File: src/hw/gpwk_pkg.sv
package gpwk_pkg;
   // pin counts of the two ports
   localparam int PA_W = 8;
   localparam int PB_W = 6;
   // data memory locations of the port registers
   localparam logic [7:0] OFS_PA_DATA = 8'h00;
   localparam logic [7:0] OFS_PA_DIR = 8'h01;
   localparam logic [7:0] OFS_PA_PU = 8'h02;
   localparam logic [7:0] OFS_PA_WU = 8'h03;
   localparam logic [7:0] OFS_PB_DATA = 8'h04;
   localparam logic [7:0] OFS_PB_DIR = 8'h05;
   localparam logic [7:0] OFS_PB_PU = 8'h06;
   localparam logic [7:0] OFS_PA_SR = 8'h07;
   localparam logic [7:0] OFS_PB_SR = 8'h08;
   localparam logic [7:0] OFS_IFS = 8'h09;
   // reset values
   localparam logic [7:0] RST_PA_DATA = 8'hff;
   localparam logic [7:0] RST_PA_DIR = 8'hff;
   localparam logic [7:0] RST_PB_DATA = 8'h3f;
   localparam logic [7:0] RST_PB_DIR = 8'h3f;
   localparam logic [7:0] RST_CLEAR = 8'h00;
   // implemented bits per register
   localparam logic [7:0] MASK_PB = 8'h3f;
   localparam logic [7:0] MASK_PA_SR = 8'h55;
   localparam logic [7:0] MASK_PB_SR = 8'h3e;
   localparam logic [7:0] MASK_IFS = 8'h33;
   // port A pin-share select bit positions
   localparam int SR_PIN6 = 6;
   localparam int SR_PIN4 = 4;
   localparam int SR_PIN2 = 2;
   localparam int SR_PIN0 = 0;
   // input remap field positions
   localparam int IFS_TCK_BIT = 5;
   localparam int IFS_CAP_BIT = 4;
   localparam int IFS_IRQ_LSB = 0;
   // external interrupt pin codes
   localparam logic [1:0] IRQ_ON_PIN5 = 2'h0;
   localparam logic [1:0] IRQ_ON_PIN2 = 2'h1;
   localparam logic [1:0] IRQ_ON_PIN3 = 2'h2;
   localparam logic [1:0] IRQ_ON_PIN7 = 2'h3;

   // cpu data memory access
   typedef struct packed {
      logic rd;
      logic wr;
      logic [7:0] addr;
      logic [7:0] wdata;
   } gpwk_bus_req_t;

   // register file plus read data
   typedef struct packed {
      logic [7:0] pa_data;
      logic [7:0] pa_dir;
      logic [7:0] pa_pu;
      logic [7:0] pa_wu;
      logic [7:0] pb_data;
      logic [7:0] pb_dir;
      logic [7:0] pb_pu;
      logic [7:0] pa_sr;
      logic [7:0] pb_sr;
      logic [7:0] ifs;
      logic [7:0] rd_data;
   } gpwk_regs_t;

   // wake detector state
   typedef struct packed {
      logic [PA_W-1:0] sync1;
      logic [PA_W-1:0] sync2;
      logic [PA_W-1:0] prev;
      logic wake;
   } gpwk_wake_t;
endpackage

File: src/hw/gpwk_top.sv
// Summary of operation
// RQ1: a read of an input pin returns the live pin level taken at the read edge.
// RQ2: a port data latch holds its value until software writes it again.
// RQ3: the pull-high is applied only to an input pin whose pull-high bit is set.
// RQ4: port A pull-high enable has eight read/write bits, 1 enables, reset 0.
// RQ5: port B pull-high enable has bits 5 to 0 only, 1 enables, reset 0.
// RQ6: unimplemented register bits ignore writes and read as zero.
// RQ7: in sleep or idle a falling edge on a wake-enabled port A pin requests wake-up.
// RQ8: port A wake enable has eight read/write bits, 1 enables, reset 0.
// RQ9: direction bit 1 is an input, 0 a CMOS output driven from the latch.
// RQ10: port B direction has bits 5 to 0, same coding, effective at once.
// RQ11: reading an output pin returns the latch, not the pin level.
// RQ12: port A pin-share bits 6, 4, 2, 0 pick the timer output or its inverse.
// RQ13: an analog function wins over a digital one, and all analog users see the pin.
// RQ14: reset sets every data and direction register to all ones.
// RQ15: the remap register routes timer clock, capture input and interrupt pins.
// RQ16: a pin given to a timer output is driven by it regardless of the latch.
// RQ17: wake detection synchronises the pin and fires once per falling edge.
`timescale 1ns/1ps
module gpwk_top (
   input wire logic ref_clk,
   input wire logic rst,
   input wire gpwk_pkg::gpwk_bus_req_t bus_req,
   output logic [7:0] rd_data,
   input wire logic [gpwk_pkg::PA_W-1:0] pa_in,
   output logic [gpwk_pkg::PA_W-1:0] pa_out,
   output logic [gpwk_pkg::PA_W-1:0] pa_oe_n,
   output logic [gpwk_pkg::PA_W-1:0] pa_pull,
   input wire logic [gpwk_pkg::PA_W-1:0] pa_analog_en,
   input wire logic [gpwk_pkg::PB_W-1:0] pb_in,
   output logic [gpwk_pkg::PB_W-1:0] pb_out,
   output logic [gpwk_pkg::PB_W-1:0] pb_oe_n,
   output logic [gpwk_pkg::PB_W-1:0] pb_pull,
   input wire logic [gpwk_pkg::PB_W-1:0] pb_analog_en,
   input wire logic [gpwk_pkg::PB_W-1:0] pb_alt_out,
   input wire logic timer_output,
   input wire logic timer_output_inverted,
   output logic timer_clock_input,
   output logic timer_capture_input,
   output logic ext_irq_input,
   input wire logic sleep_mode,
   output logic wake_req
);
   gpwk_pkg::gpwk_regs_t r_q;
   gpwk_pkg::gpwk_regs_t r_d;
   logic [gpwk_pkg::PA_W-1:0] pa_share_en;
   logic [gpwk_pkg::PA_W-1:0] pa_share_val;
   logic [gpwk_pkg::PB_W-1:0] pb_share_en;
   logic [7:0] pa_view;
   logic [7:0] pb_view;
   logic wr_hit;

   // port view: live pin on inputs, latch on outputs
   always_comb begin
      pa_view = (r_q.pa_dir & pa_in) | (~r_q.pa_dir & r_q.pa_data); // RQ1 RQ11
      pb_view = ((r_q.pb_dir & {2'h0, pb_in}) | (~r_q.pb_dir & r_q.pb_data))
         & gpwk_pkg::MASK_PB; // RQ6
   end

   // register writes, masked to the implemented bits, and the read sample
   always_comb begin
      r_d = r_q;
      wr_hit = bus_req.wr;
      if (bus_req.wr) begin
         case (bus_req.addr)
            gpwk_pkg::OFS_PA_DATA: r_d.pa_data = bus_req.wdata; // RQ2
            gpwk_pkg::OFS_PA_DIR: r_d.pa_dir = bus_req.wdata; // RQ9
            gpwk_pkg::OFS_PA_PU: r_d.pa_pu = bus_req.wdata; // RQ4
            gpwk_pkg::OFS_PA_WU: r_d.pa_wu = bus_req.wdata; // RQ8
            gpwk_pkg::OFS_PB_DATA: r_d.pb_data = bus_req.wdata & gpwk_pkg::MASK_PB; // RQ2 RQ6
            gpwk_pkg::OFS_PB_DIR: r_d.pb_dir = bus_req.wdata & gpwk_pkg::MASK_PB; // RQ10
            gpwk_pkg::OFS_PB_PU: r_d.pb_pu = bus_req.wdata & gpwk_pkg::MASK_PB; // RQ5
            gpwk_pkg::OFS_PA_SR: r_d.pa_sr = bus_req.wdata & gpwk_pkg::MASK_PA_SR; // RQ12
            gpwk_pkg::OFS_PB_SR: r_d.pb_sr = bus_req.wdata & gpwk_pkg::MASK_PB_SR; // RQ6
            gpwk_pkg::OFS_IFS: r_d.ifs = bus_req.wdata & gpwk_pkg::MASK_IFS; // RQ15
            default: wr_hit = 1'b0;
         endcase
      end
      // no earlier capture: the pin is taken at the read edge itself
      if (bus_req.rd) begin
         case (bus_req.addr)
            gpwk_pkg::OFS_PA_DATA: r_d.rd_data = pa_view; // RQ1
            gpwk_pkg::OFS_PA_DIR: r_d.rd_data = r_q.pa_dir;
            gpwk_pkg::OFS_PA_PU: r_d.rd_data = r_q.pa_pu;
            gpwk_pkg::OFS_PA_WU: r_d.rd_data = r_q.pa_wu;
            gpwk_pkg::OFS_PB_DATA: r_d.rd_data = pb_view;
            gpwk_pkg::OFS_PB_DIR: r_d.rd_data = r_q.pb_dir;
            gpwk_pkg::OFS_PB_PU: r_d.rd_data = r_q.pb_pu;
            gpwk_pkg::OFS_PA_SR: r_d.rd_data = r_q.pa_sr;
            gpwk_pkg::OFS_PB_SR: r_d.rd_data = r_q.pb_sr;
            gpwk_pkg::OFS_IFS: r_d.rd_data = r_q.ifs;
            default: r_d.rd_data = 8'h00;
         endcase
      end
   end

   // all implemented data and direction bits come up as ones: inputs, driving high later
   always_ff @(posedge ref_clk or posedge rst) begin
      if (rst) begin
         r_q.pa_data <= gpwk_pkg::RST_PA_DATA; // RQ14
         r_q.pa_dir <= gpwk_pkg::RST_PA_DIR; // RQ14
         r_q.pa_pu <= gpwk_pkg::RST_CLEAR; // RQ4
         r_q.pa_wu <= gpwk_pkg::RST_CLEAR; // RQ8
         r_q.pb_data <= gpwk_pkg::RST_PB_DATA; // RQ14
         r_q.pb_dir <= gpwk_pkg::RST_PB_DIR; // RQ14
         r_q.pb_pu <= gpwk_pkg::RST_CLEAR; // RQ5
         r_q.pa_sr <= gpwk_pkg::RST_CLEAR; // RQ12
         r_q.pb_sr <= gpwk_pkg::RST_CLEAR;
         r_q.ifs <= gpwk_pkg::RST_CLEAR;
         r_q.rd_data <= 8'h00;
      end else begin
         r_q <= r_d;
      end
   end

   assign rd_data = r_q.rd_data;

   // pin-share: bit 6 drives pin 5 and bit 2 pin 1 inverted, bits 4 and 0 pins 2 and 0
   always_comb begin
      pa_share_en = '0;
      pa_share_val = '0;
      pa_share_en[5] = r_q.pa_sr[gpwk_pkg::SR_PIN6]; // RQ12
      pa_share_val[5] = timer_output_inverted;
      pa_share_en[2] = r_q.pa_sr[gpwk_pkg::SR_PIN4]; // RQ12
      pa_share_val[2] = timer_output;
      pa_share_en[1] = r_q.pa_sr[gpwk_pkg::SR_PIN2]; // RQ12
      pa_share_val[1] = timer_output_inverted;
      pa_share_en[0] = r_q.pa_sr[gpwk_pkg::SR_PIN0]; // RQ12
      pa_share_val[0] = timer_output;
      pb_share_en = r_q.pb_sr[gpwk_pkg::PB_W-1:0];
   end

   // one pad slice per port
   gpwk_pad #(.W(gpwk_pkg::PA_W)) u_pad_a (
      .data(r_q.pa_data),
      .dir(r_q.pa_dir),
      .pu(r_q.pa_pu),
      .share_en(pa_share_en),
      .share_val(pa_share_val),
      .analog_en(pa_analog_en),
      .pin_out(pa_out),
      .pin_oe_n(pa_oe_n),
      .pin_pull(pa_pull)
   );

   gpwk_pad #(.W(gpwk_pkg::PB_W)) u_pad_b (
      .data(r_q.pb_data[gpwk_pkg::PB_W-1:0]),
      .dir(r_q.pb_dir[gpwk_pkg::PB_W-1:0]),
      .pu(r_q.pb_pu[gpwk_pkg::PB_W-1:0]),
      .share_en(pb_share_en),
      .share_val(pb_alt_out),
      .analog_en(pb_analog_en),
      .pin_out(pb_out),
      .pin_oe_n(pb_oe_n),
      .pin_pull(pb_pull)
   );

   // input remap; timers and interrupt logic do their own synchronising
   always_comb begin
      timer_clock_input = r_q.ifs[gpwk_pkg::IFS_TCK_BIT] ? pa_in[6] : pa_in[7]; // RQ15
      timer_capture_input = r_q.ifs[gpwk_pkg::IFS_CAP_BIT] ? pa_in[0] : pa_in[6]; // RQ15
      case (r_q.ifs[gpwk_pkg::IFS_IRQ_LSB +: 2])
         gpwk_pkg::IRQ_ON_PIN5: ext_irq_input = pa_in[5]; // RQ15
         gpwk_pkg::IRQ_ON_PIN2: ext_irq_input = pa_in[2];
         gpwk_pkg::IRQ_ON_PIN3: ext_irq_input = pa_in[3];
         gpwk_pkg::IRQ_ON_PIN7: ext_irq_input = pa_in[7];
         default: ext_irq_input = pa_in[5];
      endcase
   end

   // falling-edge wake detector on port A
   gpwk_wake u_wake (
      .ref_clk(ref_clk),
      .rst(rst),
      .pin_in(pa_in),
      .wake_en(r_q.pa_wu),
      .sleep_mode(sleep_mode),
      .wake_req(wake_req)
   );

   AST_RD_LIVE: assert property (@(posedge ref_clk) disable iff (rst) // RQ1
      (bus_req.rd && bus_req.addr == gpwk_pkg::OFS_PA_DATA)
      |=> rd_data == (($past(r_q.pa_dir) & $past(pa_in))
                      | (~$past(r_q.pa_dir) & $past(r_q.pa_data))))
      else $error("port A read did not return pin on inputs and latch on outputs");
   AST_LATCH_HOLD: assert property (@(posedge ref_clk) disable iff (rst) // RQ2
      !(bus_req.wr && bus_req.addr == gpwk_pkg::OFS_PA_DATA) |=> $stable(r_q.pa_data))
      else $error("port A latch changed without a write");
   AST_NO_PULL_OUT: assert property (@(posedge ref_clk) disable iff (rst) // RQ3
      ((pa_pull & ~r_q.pa_dir) == '0) && ((pa_pull & ~r_q.pa_pu) == '0))
      else $error("pull-high on an output pin or a disabled pin");
   AST_PU_WRITE: assert property (@(posedge ref_clk) disable iff (rst) // RQ4
      (bus_req.wr && bus_req.addr == gpwk_pkg::OFS_PA_PU) |=> r_q.pa_pu == $past(bus_req.wdata))
      else $error("pull-high enable write not stored");
   AST_PB_RSVD: assert property (@(posedge ref_clk) disable iff (rst) // RQ5
      (bus_req.rd && bus_req.addr == gpwk_pkg::OFS_PB_PU) |=> rd_data[7:6] == 2'h0)
      else $error("port B pull-high upper bits read nonzero");
   AST_RSVD_ZERO: assert property (@(posedge ref_clk) disable iff (rst) // RQ6
      ((r_q.ifs & ~gpwk_pkg::MASK_IFS) == 8'h00) && ((r_q.pa_sr & ~gpwk_pkg::MASK_PA_SR) == 8'h00))
      else $error("unimplemented select bits became set");
   AST_OUT_DRIVE: assert property (@(posedge ref_clk) disable iff (rst) // RQ9
      ((~r_q.pa_dir & ~pa_share_en & ~pa_analog_en & (pa_oe_n | (pa_out ^ r_q.pa_data))) == '0))
      else $error("output pin not driven from the latch");
   AST_SHARE_DRIVE: assert property (@(posedge ref_clk) disable iff (rst) // RQ16
      r_q.pa_sr[gpwk_pkg::SR_PIN6] && !pa_analog_en[5]
      |-> !pa_oe_n[5] && pa_out[5] == timer_output_inverted)
      else $error("pin 5 not driven by the inverted timer output");
   AST_REMAP_IRQ: assert property (@(posedge ref_clk) disable iff (rst) // RQ15
      r_q.ifs[1:0] == gpwk_pkg::IRQ_ON_PIN7 |-> ext_irq_input == pa_in[7])
      else $error("interrupt input not routed to pin 7");
   AST_DIR_WRITE: assert property (@(posedge ref_clk) disable iff (rst) // RQ10
      (bus_req.wr && bus_req.addr == gpwk_pkg::OFS_PB_DIR)
      |=> r_q.pb_dir == ($past(bus_req.wdata) & gpwk_pkg::MASK_PB))
      else $error("port B direction write not applied");

   // register bus checks: stray writes, masks and stored values
   AST_NO_STRAY_WRITE: assert property (@(posedge ref_clk) disable iff (rst) // RQ6
      !wr_hit |=> $stable(r_q[$bits(r_q)-1:8]))
      else $error("registers changed without a mapped write");

   AST_UNMAPPED_RD: assert property (@(posedge ref_clk) disable iff (rst) // RQ6
      (bus_req.rd && bus_req.addr > gpwk_pkg::OFS_IFS) |=> rd_data == 8'h00)
      else $error("unmapped read returned nonzero");

   AST_PB_MASK: assert property (@(posedge ref_clk) disable iff (rst) // RQ6
      ((r_q.pb_data | r_q.pb_dir | r_q.pb_pu) & ~gpwk_pkg::MASK_PB) == 8'h00
      && (r_q.pb_sr & ~gpwk_pkg::MASK_PB_SR) == 8'h00)
      else $error("unimplemented port B bits became set");

   AST_WU_WRITE: assert property (@(posedge ref_clk) disable iff (rst) // RQ8
      (bus_req.wr && bus_req.addr == gpwk_pkg::OFS_PA_WU)
      |=> r_q.pa_wu == $past(bus_req.wdata))
      else $error("wake enable write not stored");

   AST_PB_PU_WRITE: assert property (@(posedge ref_clk) disable iff (rst) // RQ5
      (bus_req.wr && bus_req.addr == gpwk_pkg::OFS_PB_PU)
      |=> r_q.pb_pu == ($past(bus_req.wdata) & gpwk_pkg::MASK_PB))
      else $error("port B pull-high write not stored");

   AST_PA_DIR_WRITE: assert property (@(posedge ref_clk) disable iff (rst) // RQ9
      (bus_req.wr && bus_req.addr == gpwk_pkg::OFS_PA_DIR)
      |=> r_q.pa_dir == $past(bus_req.wdata))
      else $error("port A direction write not stored");

   AST_PA_DATA_WRITE: assert property (@(posedge ref_clk) disable iff (rst) // RQ2
      (bus_req.wr && bus_req.addr == gpwk_pkg::OFS_PA_DATA)
      |=> r_q.pa_data == $past(bus_req.wdata))
      else $error("port A latch write not stored");

   AST_PB_LATCH_HOLD: assert property (@(posedge ref_clk) disable iff (rst) // RQ2
      !(bus_req.wr && bus_req.addr == gpwk_pkg::OFS_PB_DATA) |=> $stable(r_q.pb_data))
      else $error("port B latch changed without a write");

   AST_PB_RD: assert property (@(posedge ref_clk) disable iff (rst) // RQ11
      (bus_req.rd && bus_req.addr == gpwk_pkg::OFS_PB_DATA)
      |=> rd_data == ((($past(r_q.pb_dir) & {2'h0, $past(pb_in)})
                      | (~$past(r_q.pb_dir) & $past(r_q.pb_data))) & gpwk_pkg::MASK_PB))
      else $error("port B read did not return pin on inputs and latch on outputs");

   AST_RD_HOLD: assert property (@(posedge ref_clk) disable iff (rst) // RQ1
      !bus_req.rd |=> $stable(rd_data))
      else $error("read data changed without a read");

   // pad checks: drive, pull and analog ownership
   AST_IN_FLOAT: assert property (@(posedge ref_clk) disable iff (rst) // RQ9
      (r_q.pa_dir & ~pa_share_en & ~pa_oe_n) == '0)
      else $error("port A input pin driven");

   AST_PB_OE: assert property (@(posedge ref_clk) disable iff (rst) // RQ10
      ((~r_q.pb_dir[gpwk_pkg::PB_W-1:0] & ~pb_share_en & ~pb_analog_en & pb_oe_n) == '0)
      && ((r_q.pb_dir[gpwk_pkg::PB_W-1:0] & ~pb_share_en & ~pb_oe_n) == '0))
      else $error("port B drive does not follow its direction bits");

   AST_PB_PULL: assert property (@(posedge ref_clk) disable iff (rst) // RQ3
      ((pb_pull & ~r_q.pb_dir[gpwk_pkg::PB_W-1:0]) == '0)
      && ((pb_pull & ~r_q.pb_pu[gpwk_pkg::PB_W-1:0]) == '0))
      else $error("port B pull-high on an output or disabled pin");

   AST_ANALOG_WINS: assert property (@(posedge ref_clk) disable iff (rst) // RQ13
      ((pa_analog_en & (~pa_oe_n | pa_pull)) == '0)
      && ((pb_analog_en & (~pb_oe_n | pb_pull)) == '0))
      else $error("analog pin driven or pulled");

   AST_SHARE_PIN2: assert property (@(posedge ref_clk) disable iff (rst) // RQ16
      r_q.pa_sr[gpwk_pkg::SR_PIN4] && !pa_analog_en[2]
      |-> !pa_oe_n[2] && pa_out[2] == timer_output)
      else $error("pin 2 not driven by the timer output");

   AST_SHARE_PIN1: assert property (@(posedge ref_clk) disable iff (rst) // RQ12
      r_q.pa_sr[gpwk_pkg::SR_PIN2] && !pa_analog_en[1]
      |-> !pa_oe_n[1] && pa_out[1] == timer_output_inverted)
      else $error("pin 1 not driven by the inverted timer output");

   AST_SHARE_PIN0: assert property (@(posedge ref_clk) disable iff (rst) // RQ12
      r_q.pa_sr[gpwk_pkg::SR_PIN0] && !pa_analog_en[0]
      |-> !pa_oe_n[0] && pa_out[0] == timer_output)
      else $error("pin 0 not driven by the timer output");

   AST_PB_SHARE: assert property (@(posedge ref_clk) disable iff (rst) // RQ16
      (pb_share_en & ~pb_analog_en & (pb_oe_n | (pb_out ^ pb_alt_out))) == '0)
      else $error("shared port B pin not driven by its alternate output");

   // remap checks for the non-default timer routes and the default pin 5 interrupt route
   AST_REMAP_TCK: assert property (@(posedge ref_clk) disable iff (rst) // RQ15
      r_q.ifs[gpwk_pkg::IFS_TCK_BIT] |-> timer_clock_input == pa_in[6])
      else $error("timer clock input not routed to pin 6");

   AST_REMAP_CAP: assert property (@(posedge ref_clk) disable iff (rst) // RQ15
      r_q.ifs[gpwk_pkg::IFS_CAP_BIT] |-> timer_capture_input == pa_in[0])
      else $error("capture input not routed to pin 0");

   AST_REMAP_IRQ5: assert property (@(posedge ref_clk) disable iff (rst) // RQ15
      r_q.ifs[1:0] == gpwk_pkg::IRQ_ON_PIN5 |-> ext_irq_input == pa_in[5])
      else $error("interrupt input not routed to pin 5");
endmodule // gpwk_top

File: src/hw/gpwk_pad.sv
`timescale 1ns/1ps
module gpwk_pad #(
   parameter int W = 8
) (
   input wire logic [W-1:0] data,
   input wire logic [W-1:0] dir,
   input wire logic [W-1:0] pu,
   input wire logic [W-1:0] share_en,
   input wire logic [W-1:0] share_val,
   input wire logic [W-1:0] analog_en,
   output logic [W-1:0] pin_out,
   output logic [W-1:0] pin_oe_n,
   output logic [W-1:0] pin_pull
);
   // shared timer output overrides the latch and the direction bit
   always_comb begin
      pin_out = (share_en & share_val) | (~share_en & data); // RQ16
      // analog use wins: no digital drive at all
      pin_oe_n = analog_en | (dir & ~share_en); // RQ9 RQ13
      // weak pull only on a plain digital input
      pin_pull = pu & dir & ~share_en & ~analog_en; // RQ3
   end
endmodule // gpwk_pad

File: src/hw/gpwk_wake.sv
`timescale 1ns/1ps
module gpwk_wake (
   input wire logic ref_clk,
   input wire logic rst,
   input wire logic [gpwk_pkg::PA_W-1:0] pin_in,
   input wire logic [gpwk_pkg::PA_W-1:0] wake_en,
   input wire logic sleep_mode,
   output logic wake_req
);
   gpwk_pkg::gpwk_wake_t st_q;
   gpwk_pkg::gpwk_wake_t st_d;
   logic [gpwk_pkg::PA_W-1:0] fall;

   // two flops, then a history flop; only sync2 and prev feed the compare
   always_comb begin
      st_d = st_q;
      st_d.sync1 = pin_in;
      st_d.sync2 = st_q.sync1; // RQ17
      st_d.prev = st_q.sync2;
      fall = st_q.prev & ~st_q.sync2; // RQ17
      st_d.wake = sleep_mode & |(fall & wake_en); // RQ7
   end

   // pins idle high, so history resets high to avoid a false edge
   always_ff @(posedge ref_clk or posedge rst) begin
      if (rst) begin
         st_q <= '{sync1: '1, sync2: '1, prev: '1, wake: 1'b0};
      end else begin
         st_q <= st_d;
      end
   end

   assign wake_req = st_q.wake;

   AST_WAKE_FALL: assert property (@(posedge ref_clk) disable iff (rst) // RQ7
      (sleep_mode && |(st_q.prev & ~st_q.sync2 & wake_en)) |=> wake_req)
      else $error("enabled falling edge in sleep gave no wake request");
   AST_WAKE_ONCE: assert property (@(posedge ref_clk) disable iff (rst) // RQ17
      (wake_req && $past(pin_in) == pin_in && $past(pin_in, 2) == pin_in
       && $past(pin_in, 3) == pin_in) |=> !wake_req)
      else $error("one falling edge gave more than one wake request");
   AST_WAKE_AWAKE: assert property (@(posedge ref_clk) disable iff (rst) // RQ7
      !sleep_mode |=> !wake_req)
      else $error("wake request raised while not sleeping");
endmodule // gpwk_wake

File: config.mk
export PLATFORM = sky130hd
export DESIGN_NAME = gpwk_top
export DESIGN_NICKNAME = d
export VERILOG_FILES = /design/src/hw/gpwk_pkg.sv /design/src/hw/gpwk_top.sv /design/src/hw/gpwk_pad.sv /design/src/hw/gpwk_wake.sv
export SDC_FILE = /design/constraint.sdc
export NUM_CORES = 1
export LEC_CHECK = 0
export ABC_AREA = 1
export ABC_CLOCK_PERIOD_IN_PS = 3700
export BUFFER_PORTS_ARGS = -buffer_cell sky130_fd_sc_hd__buf_2
export CORE_ASPECT_RATIO = 2
export CORE_MARGIN = 4
export CORE_UTILIZATION = 45
export CTS_BUF_LIST = sky130_fd_sc_hd__clkbuf_2 sky130_fd_sc_hd__clkbuf_4 sky130_fd_sc_hd__clkbuf_8
export DETAILED_ROUTE_END_ITERATION = 10
export PLACE_DENSITY = 0.68
export SYNTH_ARGS = -nofsm -noshare
export SYNTH_HDL_FRONTEND = slang
export SYNTH_SLANG_ARGS = --single-unit
File: constraint.sdc
create_clock -name ref_clk -period 3.7 [get_ports ref_clk]
set_input_delay 0.37 -clock ref_clk [delete_from_list [all_inputs] [get_ports ref_clk]]
set_output_delay 0.37 -clock ref_clk [all_outputs]
set_load 0.02 [all_outputs]
==> metrics.txt <==
run status finished, final reports clean; Synth Instances just under 600; synthesized area divided by synthesized cell count between 8 and 9 um^2; cells along the critical path inv_1 > nor4_1 > buf_2; slowest library cell on the worst path dfstp_2; CTS tree done; vias post-DR 4165; Peak VDD IR 0.2400 mV; cell chosen for the clock root clkbuf_8; Die Area about 0.013 mm^2; fraction of layout instances using a drive strength above 1 32.75%; Final Slew Violations 0; routed via count divided by cell count slightly above 5; initial standard-cell utilization of the core 46.01%; leakage dissipation approximately 2.6 nW; CORE AREA 0.01054 mm^2; compound-cell area share of the yosys netlist 12.30%; largest net degree at the start of global routing 52; Critical Path End Type output port; detailed-route wire length per cell 16.16 um; warnings from Yosys 0; clock edge transition at the registers on the reported setup and hold paths 0.11 ns; crit path launch type flip-flop; power density of the placed cells 371.0 mW/mm^2; Most Crowded Layer GR met2; sequential element share of the synthesized area between 50% and 60%; final count of hold timing violations 0; fin util 52.93%; DR DRC count 0; number of sinks handled by clock tree synthesis 96; total area of sequential cells 0.002467 mm^2; area of the mapped netlist 0.004851 mm^2; Chip Height 154.8 um; count of fill cells added during filler insertion 990; upper clock frequency limit 561.8 MHz; net total in the final layout ~730; shortest period the worst path allows 1.780 ns; cts bufs inserted 9; I/O pin count 111; number of library cell types mapped by synthesis 30; setup_tns 0 ns; transition at the pin with the smallest max-transition slack 0.4813 ns; remaining antenna violation count after routing 0; adder and majority cell fraction of the synthesized area 0%; Yosys top cell by area dfstp_2; most frequently used flop master after synthesis dfstp_2; number of storage elements in the synthesis netlist 96; multi-input logic area around 0.002 mm^2; mux contribution to synthesized area 0%; Async SR Flop Fraction 100.0%; max-cap violation count 0; period utilization between 40 and 50%; Die Wd 81.42 um; antenna violations before repair 0; post-synth net total 637; Antenna diodes 0; met3 capacity usage during global routing 3.380%; PortBufs 109; Crit path arrival time 1.41 ns; Setup violations, final 0; RSZ-0062 raised after global routing no; Remaining Overflow, GRT 0; filler-free cell count of the finished design just over 800; required time of the critical path ~3.3 ns; peak per-stage delay on the critical path 0.57 ns; wire length of the first global-routing pass 21.20 mm; worst hold path type in -> reg; standard-cell row count 53; highest net fanout along the worst path 4; worst setup skew after layout between 0.015 and 0.02 ns; post-synthesis share of cell area spent on and, or, nand and nor gates 28.11%; Crit Path Class reg -> out; initial detailed-routing violation count 191; slew margin rel. 67.88%; number of search-and-repair iterations in the first detailed-routing pass 5; number of enable flip-flop cells after synthesis 0; growth of design area from synthesis to finish 15.04%; clock tree buffer depth 2; insertion delay of the later-clocked pin in the worst-skew pair 0.38 ns; fraction of synthesized cell area taken by the top area cell type approximately 28%; main combinational cell family by area after synthesis simple AND/OR/NAND/NOR gates; vias in the first global route 4098; grt met2 use 38.79%; post-detailed-placement half-perimeter wirelength 10.19 mm; xor and xnor fraction of the mapped netlist area 0%; Routed WL 13.22 mm; H-tree depth 3; top post-synthesis cells by area dfstp_2, dfrtp_1, nand2_1, o21ai_0, nand3_1; met1 demand-to-capacity share in global routing about a quarter; routability congestion estimate from global placement between 0.8 and 0.9; overall track demand over capacity in global routing 22.36%; Post-Place Cells about 800
## cells by family (layout without fill, tap and decap cells)
| family | count (synthesis) | after routing |
|---|---|---|
| AO/OA/AOI/OAI | 109 | 109 |
| flip-flops | 96 | 96 |
| AND/OR/NAND/NOR | 294 | 294 |
| buffers and inverters | 81 | 182 |
## worst paths after layout
check                           slack (ns)  depth (start not counted)                        end                      start
worst max-delay path                  1.92                          3                 pa_pull[5]        r_q[77]$_DFFE_PP1P_
worst min-delay path                  0.08                          1  u_wake.st_d[13]$_DFF_PP1_                   pa_in[4]
worst max register to register        2.30                          8     rd_data[5]$_DFFE_PP0P_        r_q[85]$_DFFE_PP1P_
worst min register to register        0.36                          0   u_wake.st_d[3]$_DFF_PP1_  u_wake.st_d[11]$_DFF_PP1_
max in group asynchronous             2.31                          4        r_q[73]$_DFFE_PP1P_                        rst
min in group asynchronous             0.53                          3        r_q[71]$_DFFE_PP0P_                        rst
## synth_stat cells, types with 2 or more instances
cell type	number
nand3_2	2
nor2_4	7
nor2_2	3
dfrtp_1	44
buf_4	15
inv_1	49
dfstp_2	52
nand3_4	4
buf_2	7
inv_2	4
o21ai_1	24
buf_6	4
nand2_2	8
nor3_1	7
o21ai_2	8
or2_2	5
o21bai_1	5
nand3_1	52
nand2_1	170
o21ai_0	69
nor2_1	30
nand3b_1	3
## where the power goes
group          switching (mW)  internal [mW]
Clock                   0.392          0.293
Combinational           0.150         0.0751
Sequential             0.0415           1.12
Total                   0.584           1.49
## metrics by stage
step           instance area, um^2  worst slack, ns  hold slack, ns  power (mW)
2_1_floorplan                 4851           0.9107          0.3452       1.313
3_3_place_gp                  5371            1.930          0.3467       1.397
3_5_place_dp                  5371            1.919          0.3478       1.405
4_1_cts                       5580            1.889         0.06934       2.085
5_1_grt                       5580            1.800         0.06078       2.161
6_report                      5580            1.920         0.08252       2.070
## repair_timing
action	in CTS	in global routing
hold buffers	1	0
hold endpoints to repair	10	0
resized for setup	0	0
setup buffers	0	0
## cell usage in the layout (no fill, tap or decap), types with 7 or more instances in the layout
cell      count
o21ai_1      24
clkbuf_8     11
nand3_1      52
buf_2       109
nor2_4        7
o21ai_2       8
inv_1        48
nor2_1       30
nand2_2       8
nor3_1        7
dfstp_2      52
o21ai_0      69
dfrtp_1      44
nand2_1     170
## final cells by class
cell class,instances,area share [%]
clock buffers,11,2.713
clock inverters,5,0.8520
inverters,54,3.789
multi-input cells,403,35.13
flip-flops and latches,96,44.22
well taps,137,3.072
repair buffers,112,10.22
## metal layers
metal / share of wire, % / vias to the layer above / wire length, um
li1: - / 2054 / -
met3: 4.5 / 29 / 591
met5: 0 / - / 0
met2: 54 / 122 / 7126
met4: 3.1 / 0 / 416
met1: 38 / 1960 / 5087
## critical path: cells and delay by family (launching register included)
kind / cells / cell delay, ns
buf+inv: 2 / 0.30
flops: 1 / 0.57
simple gates: 1 / 0.17
## flip-flops by register name (all words and copies together) (netlist names)
| name | count |
|---|---|
| rd_data | 8 |
| pb_share_en | 5 |
| u_wake.st_q | 8 |
| u_wake.st_d | 16 |
| u_wake.wake_req | 1 |
| r_q | 54 |
| pa_share_en | 4 |
No activity file was read; power rests on OpenSTA's default activity.
